<file path="config.mk">
export PLATFORM = sky130hd
export DESIGN_NAME = octal_serial_driver_control
export DESIGN_NICKNAME = d
export VERILOG_FILES = /design/src/verilog/drv_pkg.sv /design/src/verilog/sync_bus.sv /design/src/verilog/octal_serial_driver_control.sv /design/src/verilog/sync2.sv
export SDC_FILE = /design/constraint.sdc
export NUM_CORES = 1
export LEC_CHECK = 0
export BUFFER_PORTS_ARGS = -buffer_cell sky130_fd_sc_hd__buf_2
export CAP_MARGIN = 5
export CORE_MARGIN = 1
export CORE_UTILIZATION = 60
export DETAILED_ROUTE_END_ITERATION = 12
export PLACE_DENSITY = 0.87
export SETUP_SLACK_MARGIN = 0.02
export SYNTH_ARGS = -nofsm -noshare
export SYNTH_HDL_FRONTEND = slang
export SYNTH_SLANG_ARGS = --single-unit
</file>
<file path="constraint.sdc">
create_clock -name clk -period 3.21 [get_ports clk]
set_clock_uncertainty 0.1 [all_clocks]
set_input_delay 0.642 -clock clk [delete_from_list [all_inputs] [get_ports clk]]
set_output_delay 0.642 -clock clk [all_outputs]
set_load 0.005 [all_outputs]
</file>
<file path="src/verilog/drv_pkg.sv">
package drv_pkg;
	localparam int          CHANNELS       = 8;
	localparam int          CNT_W          = 15;
	localparam int          CLK_PERIOD_NS  = 10;
	localparam int          GUARD_DELAY_US = 160;
	localparam logic [14:0] GUARD_CYCLES   =
		15'(GUARD_DELAY_US * 1000 / CLK_PERIOD_NS);
	localparam logic [7:0]  LATCH_RESET    = 8'h00;
	localparam logic [7:0]  SHIFT_RESET    = 8'h00;
	localparam int          MSB            = 7;
endpackage

</file>
<file path="src/verilog/sync_bus.sv">
`timescale 1ns/10ps
interface sync_bus;
	logic level;
	logic raw;
	modport src (output raw);
	modport dst (input level);
	modport sync (input raw, output level);
endinterface

</file>
<file path="src/verilog/octal_serial_driver_control.sv">
`timescale 1ns/10ps
// Notes on behaviour
// - Each of eight channels owns one latch bit; reset clears all, outputs off.
// - Eight-bit control word shifted in and held to drive output stages.
// - Eight diagnostic bits shift out per transfer, one per sensed output.
// - Device is selected only while chip select is low.
// - Serial output is released whenever chip select is high.
// - Chip select fall loads shift register with sensed output levels.
// - Chip select rise loads the inverted shift register into the output latch.
// - After each shift clock rise, next shift register bit appears on output.
// - Each shift clock fall captures serial input into shift register.
// - Shifting out and in happen together, allowing daisy chaining.
// - A fault clears only its own channel's latch bit.
// - Commanded on but sensed high clears that channel's latch bit.
// - Open channel commanded off reports low via sensed level.
// - Output stage drive is active low when latch commands the channel on.
// - Serial bit one means off, zero means on.
// - Channel seven goes first, channel zero last.
// - Fault clearing suppressed for a delay after chip select rises.
// - Shift clock ignored while chip select is high.
module octal_serial_driver_control (
	input  wire logic       clk,
	input  wire logic       resetn,
	input  wire logic       cs_n,
	input  wire logic       sclk,
	input  wire logic       sdi,
	input  wire logic [7:0] sense_high,
	output logic            sdo,
	output logic            sdo_oe,
	output logic [7:0]      drive_n,
	output logic [7:0]      latch_q
);
	sync_bus cs_bus ();
	sync_bus ck_bus ();
	sync_bus di_bus ();

	logic [7:0] sense_s1_ff;
	logic [7:0] sense_ff;
	logic       cs_d_ff;
	logic       ck_d_ff;
	logic [7:0] shift_ff;
	logic [14:0] guard_ff;
	logic       cs_s;
	logic       ck_s;
	logic       di_s;
	logic       cs_fall;
	logic       cs_rise;
	logic       ck_rise;
	logic       ck_fall;
	logic       selected;
	logic       guard_busy;

	assign cs_bus.raw = cs_n;
	assign ck_bus.raw = sclk;
	assign di_bus.raw = sdi;
	assign cs_s = cs_bus.level;
	assign ck_s = ck_bus.level;
	assign di_s = di_bus.level;

	// Chip select idles high; a low reset value would fake a select
	// right after reset and latch a stale byte into the outputs
	sync2 #(
		.RESET_LEVEL (1'b1)
	) u_cs (
		.clk    (clk),
		.resetn (resetn),
		.din    (cs_bus.raw),
		.dout   (cs_bus.level)
	);
	sync2 u_ck (
		.clk    (clk),
		.resetn (resetn),
		.din    (ck_bus.raw),
		.dout   (ck_bus.level)
	);
	sync2 u_di (
		.clk    (clk),
		.resetn (resetn),
		.din    (di_bus.raw),
		.dout   (di_bus.level)
	);

	// Sense inputs are analog comparator levels, so they are synchronised too
	always_ff @(posedge clk) begin
		if (!resetn) begin
			sense_s1_ff <= 8'h00;
			sense_ff    <= 8'h00;
		end else begin
			sense_s1_ff <= sense_high;
			sense_ff    <= sense_s1_ff;
		end
	end

	// Reset value of one keeps cs looking idle after reset
	always_ff @(posedge clk) begin
		if (!resetn) begin
			cs_d_ff <= 1'b1;
			ck_d_ff <= 1'b0;
		end else begin
			cs_d_ff <= cs_s;
			ck_d_ff <= ck_s;
		end
	end

	assign selected = !cs_s && !cs_d_ff;
	assign cs_fall  = cs_d_ff && !cs_s;
	assign cs_rise  = !cs_d_ff && cs_s;
	assign ck_rise  = selected && ck_s && !ck_d_ff;
	assign ck_fall  = selected && !ck_s && ck_d_ff;

	// Shift register: parallel jam on select, serial in on clock fall
	always_ff @(posedge clk) begin
		if (!resetn) begin
			shift_ff <= drv_pkg::SHIFT_RESET;
		end else if (cs_fall) begin
			shift_ff <= sense_ff;
		end else if (ck_fall) begin
			// Only the last eight bits survive; older ones leave on sdo
			shift_ff <= {shift_ff[6:0], di_s};
		end
	end

	// Output shows MSB after each rise; shifting happens on fall, so the
	// bit shown after rise is the one about to leave
	always_ff @(posedge clk) begin
		if (!resetn) begin
			sdo <= 1'b0;
		end else if (cs_fall) begin
			sdo <= sense_ff[drv_pkg::MSB];
		end else if (ck_rise) begin
			sdo <= shift_ff[drv_pkg::MSB];
		end
	end

	always_ff @(posedge clk) begin
		if (!resetn) begin
			sdo_oe <= 1'b0;
		end else begin
			sdo_oe <= !cs_s;
		end
	end

	// Guard timer inhibits fault clearing while loads charge up
	always_ff @(posedge clk) begin
		if (!resetn) begin
			guard_ff <= 15'h0000;
		end else if (cs_rise) begin
			guard_ff <= drv_pkg::GUARD_CYCLES;
		end else if (guard_ff != 15'h0000) begin
			guard_ff <= guard_ff - 15'h0001;
		end
	end

	assign guard_busy = (guard_ff != 15'h0000);

	// Latch bit one means channel on; serial one means off
	always_ff @(posedge clk) begin
		if (!resetn) begin
			latch_q <= drv_pkg::LATCH_RESET;
		end else if (cs_rise) begin
			latch_q <= ~shift_ff;
		end else if (!guard_busy) begin
			latch_q <= latch_q & ~sense_ff;
		end
	end

	always_ff @(posedge clk) begin
		if (!resetn) begin
			drive_n <= 8'hFF;
		end else begin
			drive_n <= ~latch_q;
		end
	end

	// Counts shift clock falls in the current transfer for the checks.
	// It saturates, so a long daisy chain never wraps back into range.
	logic [4:0] clk_cnt_ff;

	always_ff @(posedge clk) begin
		if (!resetn) begin
			clk_cnt_ff <= 5'h00;
		end else if (cs_fall) begin
			clk_cnt_ff <= 5'h00;
		end else if (ck_fall && clk_cnt_ff != 5'h1F) begin
			clk_cnt_ff <= clk_cnt_ff + 5'h01;
		end
	end

	sdo_oe_tracks_cs_a: assert property (
		@(posedge clk) disable iff (!resetn)
		1 |=> sdo_oe == !$past(cs_s))
		else $error("output enable does not follow select");

	latch_on_rise_a: assert property (
		@(posedge clk) disable iff (!resetn)
		cs_rise |=> latch_q == ~$past(shift_ff))
		else $error("latch not loaded at end of transfer");

	jam_on_fall_a: assert property (
		@(posedge clk) disable iff (!resetn)
		cs_fall |=> shift_ff == $past(sense_ff))
		else $error("shift register not loaded with sense levels");

	shift_in_a: assert property (
		@(posedge clk) disable iff (!resetn)
		ck_fall && !cs_fall |=> shift_ff[0] == $past(di_s))
		else $error("serial input not captured");

	shift_out_a: assert property (
		@(posedge clk) disable iff (!resetn)
		ck_rise && !cs_fall |=> sdo == $past(shift_ff[7]))
		else $error("serial output not updated");

	guard_holds_a: assert property (
		@(posedge clk) disable iff (!resetn)
		cs_rise |=> ##1 guard_busy [*8])
		else $error("guard timer not running");

	fault_clear_a: assert property (
		@(posedge clk) disable iff (!resetn)
		!cs_rise && !guard_busy && latch_q[0] && sense_ff[0]
		|=> !latch_q[0])
		else $error("faulted channel not switched off");

	idle_no_shift_a: assert property (
		@(posedge clk) disable iff (!resetn)
		cs_s && cs_d_ff |=> $stable(shift_ff))
		else $error("shift register moved while deselected");

	drive_follow_a: assert property (
		@(posedge clk) disable iff (!resetn)
		1 |=> drive_n == ~$past(latch_q))
		else $error("drive does not follow latch");

	reset_clear_a: assert property (
		@(posedge clk)
		!resetn |=> latch_q == 8'h00 && !sdo_oe)
		else $error("reset did not clear latch");

	sdo_hold_a: assert property (
		@(posedge clk) disable iff (!resetn)
		!cs_fall && !ck_rise |=> $stable(sdo))
		else $error("serial output moved without a clock rise");

	first_bit_a: assert property (
		@(posedge clk) disable iff (!resetn)
		cs_fall |=> sdo == $past(sense_ff[7]))
		else $error("first serial bit is not channel seven");

	shift_chain_a: assert property (
		@(posedge clk) disable iff (!resetn)
		ck_fall && !cs_fall |=> shift_ff[7:1] == $past(shift_ff[6:0]))
		else $error("shift register did not move up");

	latch_guarded_a: assert property (
		@(posedge clk) disable iff (!resetn)
		guard_busy && !cs_rise |=> $stable(latch_q))
		else $error("latch changed while guard running");

	only_clears_a: assert property (
		@(posedge clk) disable iff (!resetn)
		!cs_rise |=> (latch_q & ~$past(latch_q)) == 8'h00)
		else $error("latch bit set outside a transfer");

	guard_load_a: assert property (
		@(posedge clk) disable iff (!resetn)
		cs_rise |=> guard_ff == drv_pkg::GUARD_CYCLES)
		else $error("guard timer not loaded");

	idle_released_a: assert property (
		@(posedge clk) disable iff (!resetn)
		cs_s && cs_d_ff |=> !sdo_oe)
		else $error("serial output driven while deselected");

	transfer_c: cover property (@(posedge clk) disable iff (!resetn) cs_rise);

	fault_c: cover property (@(posedge clk) disable iff (!resetn)
		!guard_busy && |(latch_q & sense_ff));

	shift_c: cover property (@(posedge clk) disable iff (!resetn) ck_fall);

	// A plain byte and a chained transfer longer than one byte
	byte_xfer_c: cover property (@(posedge clk) disable iff (!resetn)
		cs_rise && clk_cnt_ff == 5'h08);

	chain_xfer_c: cover property (@(posedge clk) disable iff (!resetn)
		cs_rise && clk_cnt_ff > 5'h08);
endmodule

</file>
<file path="src/verilog/sync2.sv">
`timescale 1ns/10ps
// Reset level is set per instance so that a synchronised pin reads as its
// idle level straight after reset and no false edge is seen on release
module sync2 #(
	parameter logic RESET_LEVEL = 1'b0
) (
	input  wire logic clk,
	input  wire logic resetn,
	input  wire logic din,
	output logic      dout
);
	logic meta_ff;

	// First stage is read only by the second stage
	always_ff @(posedge clk) begin
		if (!resetn) begin
			meta_ff <= RESET_LEVEL;
			dout    <= RESET_LEVEL;
		end else begin
			meta_ff <= din;
			dout    <= meta_ff;
		end
	end
endmodule

</file>
==> run_summary.xml, run 1 <==
<?xml version="1.0" encoding="UTF-8"?>
<metrics>
  <group name="outcome">
    <metric name="status" unit="">finished, final reports clean</metric>
  </group>
  <group name="yosys">
    <metric name="synthCells" unit="">247</metric>
    <metric name="synth.ff_latch_count" unit="">65</metric>
    <metric name="synth-seq-area-share" unit="%">53.7</metric>
    <metric name="synth_enable_flop_cells" unit="">0</metric>
    <metric name="synth.area.top_cells" unit="">dfxtp_1 (54%), and2_1 (5.7%), mux2i_1 (3.3%)</metric>
    <metric name="synth-main-ff-cell" unit="">dfxtp_1</metric>
    <metric name="yosys.cell_count.top_type" unit="">dfxtp_1</metric>
    <metric name="avgSynthCellArea" unit="sq um">9.81</metric>
    <metric name="number_of_warnings_printed_during_yosys_synthesis" unit="">0</metric>
    <metric name="synth.lib_cells_used.distinct" unit="">39</metric>
    <metric name="async_flop_share" unit="%">0</metric>
    <metric name="syn_nets" unit="">261</metric>
    <metric name="yosys.area.top_type" unit="">dfxtp_1</metric>
    <metric name="netlist.area_leader.share" unit="%">53.7</metric>
    <metric name="synth_common_cells" unit="">dfxtp_1 (65), and2_1 (22), nor2_1 (15)</metric>
    <metric name="synth_area" unit="sq um">2420</metric>
  </group>
  <group name="placement">
    <metric name="gpl.final_weighted_congestion" unit="">0.829</metric>
    <metric name="placement_setup_slack" unit="ps">935</metric>
    <metric name="placedInstanceArea" unit="sq um">2590</metric>
    <metric name="place_hpwl" unit="mm">2.90</metric>
    <metric name="placement.io_buffers" unit="">30</metric>
  </group>
  <group name="grt">
    <metric name="maximum_number_of_pins_on_one_net_before_global_route_repair" unit="">31</metric>
    <metric name="gr-usage-all-layers" unit="%">25.0</metric>
    <metric name="use_met1" unit="%">32.5</metric>
    <metric name="number_of_global_route_vias_before_repair" unit="">1740</metric>
    <metric name="grt_first_pass_wirelength" unit="mm">7.92</metric>
    <metric name="global_route.usage.met3" unit="%">9.03</metric>
    <metric name="gr-max-usage-layer" unit="">met2</metric>
    <metric name="gr-usage-met2" unit="%">37.1</metric>
    <metric name="grt_antenna_before_repair" unit="">0</metric>
    <metric name="overflow" unit="">0</metric>
  </group>
  <group name="detailed_routing">
    <metric name="drt-initial-drc-count" unit="">163</metric>
    <metric name="detail_route.wl_per_cell" unit="microns">14.0</metric>
    <metric name="dr_total_vias" unit="">1858</metric>
    <metric name="route.detailed.drc" unit="">0</metric>
    <metric name="avgViaCountPerCell" unit="">5.66</metric>
    <metric name="detail_route.wirelength" unit="mm">4.60</metric>
    <metric name="final_antenna_net_count" unit="">0</metric>
    <metric name="drt_first_pass_iters" unit="">4</metric>
  </group>
  <group name="power">
    <metric name="power.ir.vdd_worst" unit="uV">649</metric>
    <metric name="power.static_leakage" unit="uW">0.00112</metric>
    <metric name="power.density_cell_area" unit="nW/um^2">926</metric>
  </group>
  <group name="cts">
    <metric name="level_count_of_the_clock_h_tree" unit="">3</metric>
    <metric name="cts.reportedPaths.clkPinSlew" unit="ps">70</metric>
    <metric name="clock_tree.buffer_depth" unit="">2</metric>
    <metric name="worst_skew_pair.late_latency" unit="ps">340</metric>
    <metric name="clk_root_buffer_cell" unit="">clkbuf_8</metric>
    <metric name="clkSinkCount" unit="">65</metric>
    <metric name="tritoncts" unit="">built</metric>
    <metric name="cts_hold_repair_buffers" unit="">0</metric>
    <metric name="count_of_cells_resized_by_post_cts_repair" unit="">0</metric>
    <metric name="post_cts_buffers" unit="">0</metric>
    <metric name="numCtsBuffers" unit="">9</metric>
  </group>
  <group name="final_layout">
    <metric name="sequential_cell_area" unit="sq um">1300</metric>
    <metric name="multi_input_area" unit="sq um">1030</metric>
    <metric name="stdcell_area" unit="sq um">2860</metric>
    <metric name="nets" unit="">289</metric>
    <metric name="fillCellCount" unit="">247</metric>
    <metric name="n_antenna_cell" unit="">0</metric>
    <metric name="drive_above_1_share" unit="%">20.4</metric>
    <metric name="area_delta_synth_final" unit="%">18.2</metric>
    <metric name="final_core_utilization" unit="%">75.9</metric>
  </group>
  <group name="critical_path">
    <metric name="worst_ep_arrival_time" unit="ps">2470</metric>
    <metric name="setup.worst_path.start_class" unit="">register</metric>
    <metric name="reg2reg_depth" unit="">6</metric>
    <metric name="cp-end-kind" unit="">register</metric>
    <metric name="critPathKind" unit="">reg2reg</metric>
    <metric name="cp_max_fo" unit="">14</metric>
    <metric name="worstPathRequired" unit="ps">3380</metric>
  </group>
  <group name="sta">
    <metric name="final_cycle_share" unit="%">71.5</metric>
    <metric name="finalMaxSlewViolations" unit="">0</metric>
    <metric name="period_minus_slack" unit="ps">2300</metric>
    <metric name="report.final.setup_viol" unit="">0</metric>
    <metric name="fmaxAchievable" unit="GHz">0.435</metric>
    <metric name="maxSlewHeadroom" unit="%">49.3</metric>
    <metric name="finalSetupTns" unit="ps">0</metric>
    <metric name="hold_viol_final" unit="">0</metric>
    <metric name="rsz0062_at_grt" unit="">no</metric>
    <metric name="tightest_slew" unit="ps">755</metric>
    <metric name="timing.final.ws_setup" unit="ps">913</metric>
  </group>
  <group name="die">
    <metric name="placementRows" unit="">22</metric>
    <metric name="top_level_ports" unit="">31</metric>
    <metric name="fp.dieArea" unit="sq um">4300</metric>
    <metric name="design.core.area" unit="sq um">3770</metric>
    <metric name="die_height" unit="microns">65.5</metric>
    <metric name="start_util" unit="%">64.2</metric>
    <metric name="die-width" unit="microns">65.5</metric>
  </group>
  <group name="hold_path">
    <metric name="min_delay_path_depth" unit="">1</metric>
    <metric name="min_path_type" unit="">reg2reg</metric>
  </group>
  <group name="flow_run">
    <metric name="max_cap_violations" unit="">0</metric>
  </group>
</metrics>
stage by stage:
stage	hold WS (ps)	power [uW]	cells
after CTS	304	2660	328
final	299	2650	328
after global routing	314	2820	328
after detailed placement	285	1710	312
after global placement	281	1690	312
after floorplan	286	1580	247
flip-flops by register name (all words and copies together), names as in the netlist:
signal,count
sdo_oe,1
sense_ff,8
sdo,1
u_di.dout,1
u_cs.dout,1
u_ck.dout,1
shift_ff,8
ck_d_ff,1
u_ck.meta_ff,1
u_di.meta_ff,1
sense_s1_ff,8
latch_q,8
drive_n,8
cs_d_ff,1
u_cs.meta_ff,1
guard_ff,15
kinds of logic (layout without fill, tap and decap cells):
| kind of cell | count (synthesis) | in the layout | share of synthesized area (%) |
|---|---|---|---|
| simple gates | 103 | 103 | 25.6 |
| flops | 65 | 65 | 53.7 |
| compound gates | 46 | 46 | 13.0 |
| buf+inv | 24 | 57 | 3.82 |
| mux | 8 | 8 | 3.31 |
| fa+ha+maj | 1 | 1 | 0.516 |
area by class of cell:
cell class,count,area share [%]
sequential,65,45.4
inverter,9,1.18
tap,48,2.10
timing repair buffer,32,5.77
clock inverter,6,4.81
multi-input combinational,158,35.9
clock buffer,10,4.81
routing by layer:
metal	routed length [microns]	vias to the layer above
li1	-	940
met3	306	6
met1	2200	847
met5	0	-
met2	2040	65
met4	59	0
worst max-delay path: stages (launching register included):
cell,delay [ps]
dfxtp_1,340
inv_1,70
ha_1,160
nor3b_2,400
nand4_1,550
o21ai_0,410
mux2i_1,200
final timing paths:
| kind | from | endpoint | slack, ps |
|---|---|---|---|
| setup / recovery | guard_ff[0]$_SDFFE_PP0P_ | guard_ff[8]$_SDFFE_PP0P_ | 910 |
| hold / removal | latch_q[7]$_SDFFE_PN0P_ | drive_n[7]$_SDFF_PN1_ | 300 |
| setup reg to reg | guard_ff[0]$_SDFFE_PP0P_ | guard_ff[8]$_SDFFE_PP0P_ | 910 |
| hold reg to reg | latch_q[7]$_SDFFE_PN0P_ | drive_n[7]$_SDFF_PN1_ | 300 |
placed cells by master (no fill, tap or decap), types with 3 or more instances in the layout:
cell type and n:
dfxtp_1 65, nand3_1 13, nand4_1 3, nor3_1 4
buf_2 30, a31oi_1 6, or3_1 3, o21ai_0 9
nand2b_1 6, o32ai_1 8, a21oi_1 8, clkbuf_8 10
mux2i_1 8, and2_1 22, nand2_1 12, a211oi_1 7
nor3b_1 9, nor2_1 15, inv_1 9, bufinv_16 4
where the power goes:
group | switching (uW) | total (uW) | internal, uW
clock network | 315 | 935 | 619
logic | 377 | 664 | 286
registers | 138 | 1050 | 915
total | 831 | 2650 | 1820
Power figures use the tool's default switching activity.
==> run 2: changes to the inputs <==
Settings changed: ABC_AREA from default to 1, CORE_UTILIZATION 60 to 51, PLACE_DENSITY 0.87 to 0.79.
Clock period 3.21 ns to 2.1 ns, I/O delays scaled along.
==> run 2 against run 1 <==
Compared with the run above:
- wire length rose by 4.6%
- synthesized cell count increased by 35%
- sequential share of layout area is 0.57 points lower
- sequential cell count stayed put
- design area increased by 1.3%
- power increased by 30%
- global-route usage decreased by 3.6 points
- combinational power rose by 43%
- critical endpoint is now guard_ff[2]$_SDFFE_PP0P_
==> run_summary.xml, run 2 <==
<?xml version="1.0" encoding="UTF-8"?>
<metrics>
  <group name="outcome">
    <metric name="status" unit="">finished, final reports clean</metric>
  </group>
  <group name="grt">
    <metric name="overflow" unit="">0</metric>
    <metric name="number_of_global_route_vias_before_repair" unit="">1925</metric>
    <metric name="grt_first_pass_wirelength" unit="mm">8.28</metric>
    <metric name="grt_antenna_before_repair" unit="">0</metric>
    <metric name="maximum_number_of_pins_on_one_net_before_global_route_repair" unit="">34</metric>
    <metric name="gr-usage-all-layers" unit="%">21.4</metric>
  </group>
  <group name="yosys">
    <metric name="synth_enable_flop_cells" unit="">0</metric>
    <metric name="synth.area.mux_share" unit="%">0</metric>
    <metric name="syn_nets" unit="">347</metric>
    <metric name="synth_compound_area_share" unit="%">7.51</metric>
    <metric name="yosys.cell_count.top_type" unit="">nand2_1</metric>
    <metric name="synth.lib_cells_used.distinct" unit="">28</metric>
    <metric name="netlist.area_leader.share" unit="%">52.1</metric>
    <metric name="yosys.area.top_type" unit="">dfxtp_1</metric>
    <metric name="synth.ff_latch_count" unit="">65</metric>
    <metric name="synth_area" unit="sq um">2500</metric>
    <metric name="synth-main-ff-cell" unit="">dfxtp_1</metric>
    <metric name="synth_top_family_by_area" unit="">simple AND/OR/NAND/NOR gates</metric>
    <metric name="synth-seq-area-share" unit="%">52.1</metric>
    <metric name="synth_adder_area_share" unit="%">0.501</metric>
    <metric name="synth.area.top_cells" unit="">dfxtp_1 (52%), nand2_1 (11%), inv_1 (7.2%)</metric>
    <metric name="synth_common_cells" unit="">nand2_1 (76), dfxtp_1 (65), inv_1 (48)</metric>
    <metric name="synthCells" unit="">333</metric>
    <metric name="number_of_warnings_printed_during_yosys_synthesis" unit="">0</metric>
    <metric name="share_of_the_synthesized_netlist_area_taken_by_xor_and_xnor_gates" unit="%">0.701</metric>
    <metric name="synthSimpleGateAreaFrac" unit="%">29.6</metric>
    <metric name="async_flop_share" unit="%">0</metric>
    <metric name="avgSynthCellArea" unit="sq um">7.50</metric>
  </group>
  <group name="power">
    <metric name="power.ir.vdd_worst" unit="uV">799</metric>
    <metric name="report.power.total" unit="uW">3450</metric>
    <metric name="power.static_leakage" unit="uW">0.00139</metric>
    <metric name="power.density_cell_area" unit="nW/um^2">1190</metric>
  </group>
  <group name="cts">
    <metric name="count_of_cells_resized_by_post_cts_repair" unit="">0</metric>
    <metric name="numCtsBuffers" unit="">9</metric>
    <metric name="level_count_of_the_clock_h_tree" unit="">3</metric>
    <metric name="tritoncts" unit="">built</metric>
    <metric name="post_cts_buffers" unit="">0</metric>
    <metric name="worst_skew_pair.late_latency" unit="ps">340</metric>
    <metric name="cts_hold_repair_buffers" unit="">0</metric>
    <metric name="cts.reportedPaths.clkPinSlew" unit="ps">70</metric>
    <metric name="clk_root_buffer_cell" unit="">clkbuf_8</metric>
    <metric name="clkSinkCount" unit="">65</metric>
    <metric name="clock_tree.buffer_depth" unit="">2</metric>
  </group>
  <group name="critical_path">
    <metric name="setup.worst_path.start_class" unit="">register</metric>
    <metric name="reg2reg_depth" unit="">5</metric>
    <metric name="rr_startpoint" unit="">u_cs.dout$_SDFF_PN1_</metric>
    <metric name="worstPathRequired" unit="ps">2260</metric>
    <metric name="reg2reg_to" unit="">guard_ff[2]$_SDFFE_PP0P_</metric>
    <metric name="critPathKind" unit="">reg2reg</metric>
    <metric name="reg2reg_slack" unit="ps">340</metric>
    <metric name="worst_ep_arrival_time" unit="ps">1930</metric>
    <metric name="cp_max_fo" unit="">11</metric>
    <metric name="cp-end-kind" unit="">register</metric>
  </group>
  <group name="final_layout">
    <metric name="drive_above_1_share" unit="%">15.0</metric>
    <metric name="fillCellCount" unit="">429</metric>
    <metric name="nets" unit="">382</metric>
    <metric name="layout_commonest_cell" unit="">nand2_1</metric>
    <metric name="stdcell_area" unit="sq um">2900</metric>
    <metric name="largest_reg_by_ff_count" unit="">guard_ff</metric>
    <metric name="area_delta_synth_final" unit="%">16.1</metric>
    <metric name="largest_reg_flops" unit="">15</metric>
    <metric name="layout.cells.most_common_list" unit="">nand2_1 (76), dfxtp_1 (65), inv_1 (48)</metric>
    <metric name="n_antenna_cell" unit="">0</metric>
  </group>
  <group name="detailed_routing">
    <metric name="detail_route.wl_per_cell" unit="microns">10.9</metric>
    <metric name="detail_route.wirelength" unit="mm">4.81</metric>
    <metric name="dr_total_vias" unit="">2111</metric>
    <metric name="drt-initial-drc-count" unit="">94</metric>
    <metric name="final_antenna_net_count" unit="">0</metric>
    <metric name="route.detailed.drc" unit="">0</metric>
    <metric name="avgViaCountPerCell" unit="">4.80</metric>
    <metric name="drt_first_pass_iters" unit="">4</metric>
  </group>
  <group name="sta">
    <metric name="finalSetupTns" unit="ps">0</metric>
    <metric name="report.final.setup_viol" unit="">0</metric>
    <metric name="timing.final.ws_setup" unit="ps">337</metric>
    <metric name="maxSlewHeadroom" unit="%">56.0</metric>
    <metric name="rsz0062_at_grt" unit="">no</metric>
    <metric name="period_minus_slack" unit="ps">1760</metric>
    <metric name="tightest_slew" unit="ps">658</metric>
    <metric name="fmaxAchievable" unit="GHz">0.567</metric>
    <metric name="hold_viol_final" unit="">0</metric>
    <metric name="fin_hold_ws" unit="ps">152</metric>
    <metric name="final_cycle_share" unit="%">84.0</metric>
    <metric name="finalMaxSlewViolations" unit="">0</metric>
  </group>
  <group name="placement">
    <metric name="placedInstanceArea" unit="sq um">2710</metric>
    <metric name="placement.io_buffers" unit="">30</metric>
    <metric name="placement_setup_slack" unit="ps">279</metric>
    <metric name="gpl.final_weighted_congestion" unit="">0.820</metric>
    <metric name="place_hpwl" unit="mm">3.40</metric>
  </group>
  <group name="die">
    <metric name="start_util" unit="%">52.9</metric>
    <metric name="top_level_ports" unit="">31</metric>
    <metric name="die_height" unit="microns">72.0</metric>
    <metric name="placementRows" unit="">25</metric>
    <metric name="design.core.area" unit="sq um">4720</metric>
    <metric name="fp.dieArea" unit="sq um">5180</metric>
    <metric name="die-width" unit="microns">72.0</metric>
  </group>
  <group name="hold_path">
    <metric name="worst_hold_startpoint" unit="">sense_high[5]</metric>
    <metric name="min_path_type" unit="">in2reg</metric>
    <metric name="min_delay_path_depth" unit="">3</metric>
    <metric name="min_to" unit="">sense_s1_ff[5]$_SDFF_PN0_</metric>
  </group>
  <group name="flow_run">
    <metric name="max_cap_violations" unit="">0</metric>
  </group>
</metrics>
-- run 2: cell types whose count changed in the layout (fill, tap and decap cells not counted), sizes merged, moves of 9 or more --
cell   delta
nand3    +16
nand2    +64
inv      +41
nor3b     -9
and2     -22
o21ai    +11
nor2     +28
-- run 2: cells by family (layout without fill, tap and decap cells) --
kind of cell	count (synthesis)	after routing
AO/OA/AOI/OAI	36	36
AND/OR/NAND/NOR	168	168
flip-flops	65	65
XOR/XNOR	2	2
adder cells (fa/ha/maj)	1	1
buffers and inverters	61	101
-- run 2: final cells by class --
| type | count | area [sq um] | area share [%] |
|---|---|---|---|
| Inverter | 52 | 195 | 6.73 |
| Multi-Input combinational cell | 207 | 958 | 33.0 |
| Timing Repair Buffer | 33 | 173 | 5.95 |
| Tap cell | 67 | 83.8 | 2.89 |
| Sequential cell | 65 | 1300 | 44.9 |
| Clock inverter | 3 | 40.0 | 1.38 |
| Clock buffer | 13 | 149 | 5.13 |
-- run 2: worst max path at each step --
stage / start / end / slack [ps] / cells past startpoint
finish: u_cs.dout$_SDFF_PN1_ / guard_ff[2]$_SDFFE_PP0P_ / 340 / 5
detailed placement: resetn / guard_ff[2]$_SDFFE_PP0P_ / 280 / 5
global route: u_cs.dout$_SDFF_PN1_ / guard_ff[2]$_SDFFE_PP0P_ / 170 / 5
floorplan: guard_ff[0]$_SDFFE_PP0P_ / guard_ff[10]$_SDFFE_PN0P_ / 630 / 7
CTS: u_cs.dout$_SDFF_PN1_ / guard_ff[2]$_SDFFE_PP0P_ / 330 / 5
global placement: resetn / guard_ff[2]$_SDFFE_PP0P_ / 330 / 5
-- run 2: metrics by stage --
step           instances  utilization [%]
2_1_floorplan        333                -
3_3_place_gp         424             57.4
3_5_place_dp         424             57.4
4_1_cts              440             61.4
5_1_grt              440             61.4
6_report             440             61.4
-- run 2: worst max-delay path, cell delays in order (launching register included) --
cell	delay, ps
dfxtp_1	370
inv_2	110
nor2_4	50
nor2_1	510
inv_1	290
nor3b_1	260
-- run 2: layer usage --
| metal | share of wire (%) | wire, microns | GRT usage [%] | vias up |
|---|---|---|---|---|
| li1 | - | - | - | 1110 |
| met1 | 45 | 2170 | 24.3 | 946 |
| met2 | 48 | 2310 | 35.5 | 42 |
| met3 | 3.5 | 169 | 5.00 | 13 |
| met4 | 3.4 | 165 | 15.0 | 0 |
| met5 | 0 | 0 | 0 | - |
-- run 2: power by group --
group	internal, uW	leakage, uW	switching (uW)
logic	317	0.000756	633
registers	1360	0.000533	102
clock network	578	0.0000974	455
==> run 3: changes to the inputs <==
Settings changed: CORE_UTILIZATION 51 to 56, PLACE_DENSITY 0.79 to 0.82.
Clock period 2.1 ns to 1.7 ns, I/O delays scaled along.
==> run 3 against run 2 <==
Compared with the run above:
- power is 26% higher
- via count is 3.6% higher
- design area is 0.86% higher
- critical path type unchanged
- critical endpoint unchanged
- global-route usage is 3.2 points higher
- first-iteration DRC count is 48% higher
- highest routed layer unchanged
- clock-buffer cell count stayed put
- clock power is 20% higher
- core utilization is 9.2 points higher
- final cell count is 3.2% lower
==> run_summary.xml, run 3 (same netlist as run 2, synthesis figures left out) <==
<?xml version="1.0" encoding="UTF-8"?>
<metrics>
  <group name="final_layout">
    <metric name="layout_commonest_cell" unit="">nand2_1</metric>
    <metric name="stdcell_area" unit="sq um">2930</metric>
    <metric name="n_antenna_cell" unit="">0</metric>
    <metric name="layout.cells.most_common_list" unit="">nand2_1 (74), dfxtp_1 (65), inv_1 (48)</metric>
    <metric name="largest_reg_by_ff_count" unit="">guard_ff</metric>
    <metric name="area_delta_synth_final" unit="%">17.1</metric>
    <metric name="largest_reg_flops" unit="">15</metric>
    <metric name="fillCellCount" unit="">327</metric>
    <metric name="drive_above_1_share" unit="%">17.0</metric>
    <metric name="nets" unit="">385</metric>
  </group>
  <group name="power">
    <metric name="netSwitchingPower" unit="uW">1510</metric>
    <metric name="power.share.clock" unit="%">28.5</metric>
    <metric name="power.density_cell_area" unit="nW/um^2">1490</metric>
    <metric name="pwr-share-seq" unit="%">41.6</metric>
    <metric name="power.ir.vdd_worst" unit="uV">1140</metric>
    <metric name="report.power.total" unit="uW">4360</metric>
    <metric name="power.static_leakage" unit="uW">0.00140</metric>
    <metric name="power_frac_comb" unit="%">29.9</metric>
    <metric name="swShare" unit="%">34.6</metric>
    <metric name="cell_internal_pwr" unit="uW">2850</metric>
  </group>
  <group name="detailed_routing">
    <metric name="detail_route.wirelength" unit="mm">5.01</metric>
    <metric name="dr_total_vias" unit="">2188</metric>
    <metric name="drt_first_pass_iters" unit="">5</metric>
    <metric name="drt-initial-drc-count" unit="">139</metric>
    <metric name="final_antenna_net_count" unit="">0</metric>
    <metric name="route.detailed.drc" unit="">0</metric>
    <metric name="detail_route.wl_per_cell" unit="microns">11.8</metric>
    <metric name="avgViaCountPerCell" unit="">5.14</metric>
  </group>
  <group name="cts">
    <metric name="tritoncts" unit="">built</metric>
    <metric name="cts.reportedPaths.clkPinSlew" unit="ps">60</metric>
    <metric name="post_cts_buffers" unit="">0</metric>
    <metric name="clkSinkCount" unit="">65</metric>
    <metric name="worst_skew_pair.late_latency" unit="ps">330</metric>
    <metric name="clk_root_buffer_cell" unit="">clkbuf_8</metric>
    <metric name="numCtsBuffers" unit="">9</metric>
    <metric name="level_count_of_the_clock_h_tree" unit="">3</metric>
    <metric name="clock_tree.buffer_depth" unit="">2</metric>
  </group>
  <group name="placement">
    <metric name="placedInstanceArea" unit="sq um">2710</metric>
    <metric name="placement_setup_slack" unit="ps">-11.7</metric>
    <metric name="gpl.final_weighted_congestion" unit="">0.927</metric>
    <metric name="placement.io_buffers" unit="">30</metric>
    <metric name="place_hpwl" unit="mm">3.39</metric>
  </group>
  <group name="grt">
    <metric name="maximum_number_of_pins_on_one_net_before_global_route_repair" unit="">34</metric>
    <metric name="gr-usage-all-layers" unit="%">24.6</metric>
    <metric name="grt_first_pass_wirelength" unit="mm">8.23</metric>
    <metric name="number_of_global_route_vias_before_repair" unit="">1951</metric>
    <metric name="grt_antenna_before_repair" unit="">0</metric>
    <metric name="overflow" unit="">0</metric>
  </group>
  <group name="sta">
    <metric name="timing.final.ws_setup" unit="ps">111</metric>
    <metric name="rsz0062_at_grt" unit="">no</metric>
    <metric name="maxSlewHeadroom" unit="%">73.2</metric>
    <metric name="fin_hold_ws" unit="ps">91.1</metric>
    <metric name="hold_viol_final" unit="">0</metric>
    <metric name="report.final.setup_viol" unit="">0</metric>
    <metric name="finalMaxSlewViolations" unit="">0</metric>
    <metric name="period_minus_slack" unit="ps">1590</metric>
    <metric name="tightest_slew" unit="ps">402</metric>
    <metric name="final_cycle_share" unit="%">93.5</metric>
    <metric name="fmaxAchievable" unit="GHz">0.629</metric>
  </group>
  <group name="flow_run">
    <metric name="max_cap_violations" unit="">0</metric>
  </group>
  <group name="die">
    <metric name="design.core.area" unit="sq um">4140</metric>
    <metric name="start_util" unit="%">60.3</metric>
    <metric name="fp.dieArea" unit="sq um">4730</metric>
    <metric name="die-width" unit="microns">68.8</metric>
    <metric name="top_level_ports" unit="">31</metric>
    <metric name="placementRows" unit="">23</metric>
    <metric name="die_height" unit="microns">68.8</metric>
  </group>
  <group name="critical_path">
    <metric name="critPathKind" unit="">reg2reg</metric>
    <metric name="worstPathRequired" unit="ps">1810</metric>
    <metric name="worst_ep_arrival_time" unit="ps">1700</metric>
    <metric name="cp_max_fo" unit="">5</metric>
    <metric name="setup.worst_path.start_class" unit="">register</metric>
    <metric name="cp-end-kind" unit="">register</metric>
  </group>
  <group name="hold_path">
    <metric name="min_path_type" unit="">in2reg</metric>
  </group>
  <group name="outcome">
    <metric name="status" unit="">finished, final reports clean</metric>
  </group>
</metrics>
-- run 3: power groups by stage --
stage | registers, uW | clock network (uW) | logic, uW
2_1_floorplan | 1810 | 0 | 928
3_3_place_gp | 1840 | 0 | 1170
3_5_place_dp | 1840 | 0 | 1190
4_1_cts | 1810 | 1270 | 1220
5_1_grt | 1830 | 1340 | 1470
6_report | 1810 | 1240 | 1300
-- run 3: through the flow --
stage | TNS [ps] | util (%) | cells
global route | 0 | 70.6 | 426
floorplan | 0 | - | 333
global placement | 0 | 65.3 | 409
detailed placement | -24.1 | 65.3 | 409
finish | 0 | 70.6 | 426
CTS | 0 | 70.0 | 426
-- run 3: worst paths after layout --
path	start	to	slack (ps)	cells past startpoint
worst min-delay path	sense_high[2]	sense_s1_ff[2]$_SDFF_PN0_	90	3
worst max register to register	guard_ff[0]$_SDFFE_PP0P_	guard_ff[2]$_SDFFE_PP0P_	110	6
worst min register to register	latch_q[6]$_SDFFE_PN0P_	drive_n[6]$_SDFF_PN1_	300	1
worst max-delay path	guard_ff[0]$_SDFFE_PP0P_	guard_ff[2]$_SDFFE_PP0P_	110	6
-- run 3: layer usage --
| layer | track usage, % | vias to the layer above | routed length, microns |
|---|---|---|---|
| met3 | 4.93 | 15 | 159 |
| met2 | 42.6 | 43 | 2590 |
| met1 | 27.3 | 1006 | 2100 |
| met4 | 15.6 | 0 | 164 |
| met5 | 0 | - | 0 |
| li1 | - | 1124 | - |
-- run 3: cell type report --
class / instances / area (sq um) / share of cell area (%)
inverters: 52 / 199 / 6.80
clock buffers: 13 / 149 / 5.09
flip-flops and latches: 65 / 1300 / 44.5
clock inverters: 3 / 40.0 / 1.37
well taps: 50 / 62.6 / 2.14
multi-input cells: 208 / 986 / 33.7
repair buffers: 35 / 188 / 6.42
-- run 3: critical path, stage by stage, from the launching register on --
cell,delay [ps]
dfxtp_1,310
inv_1,160
ha_4,190
nand2_2,110
nor2_2,210
nand3_1,190
nor3b_1,190
-- run 3: repair_timing --
action / 4_1_cts / 5_1_grt
pin swaps: 1 / 0
hold buffers: 0 / 0
setup endpoints to repair: 6 / 23
cloned: 1 / 0
gates resized for setup: 0 / 8
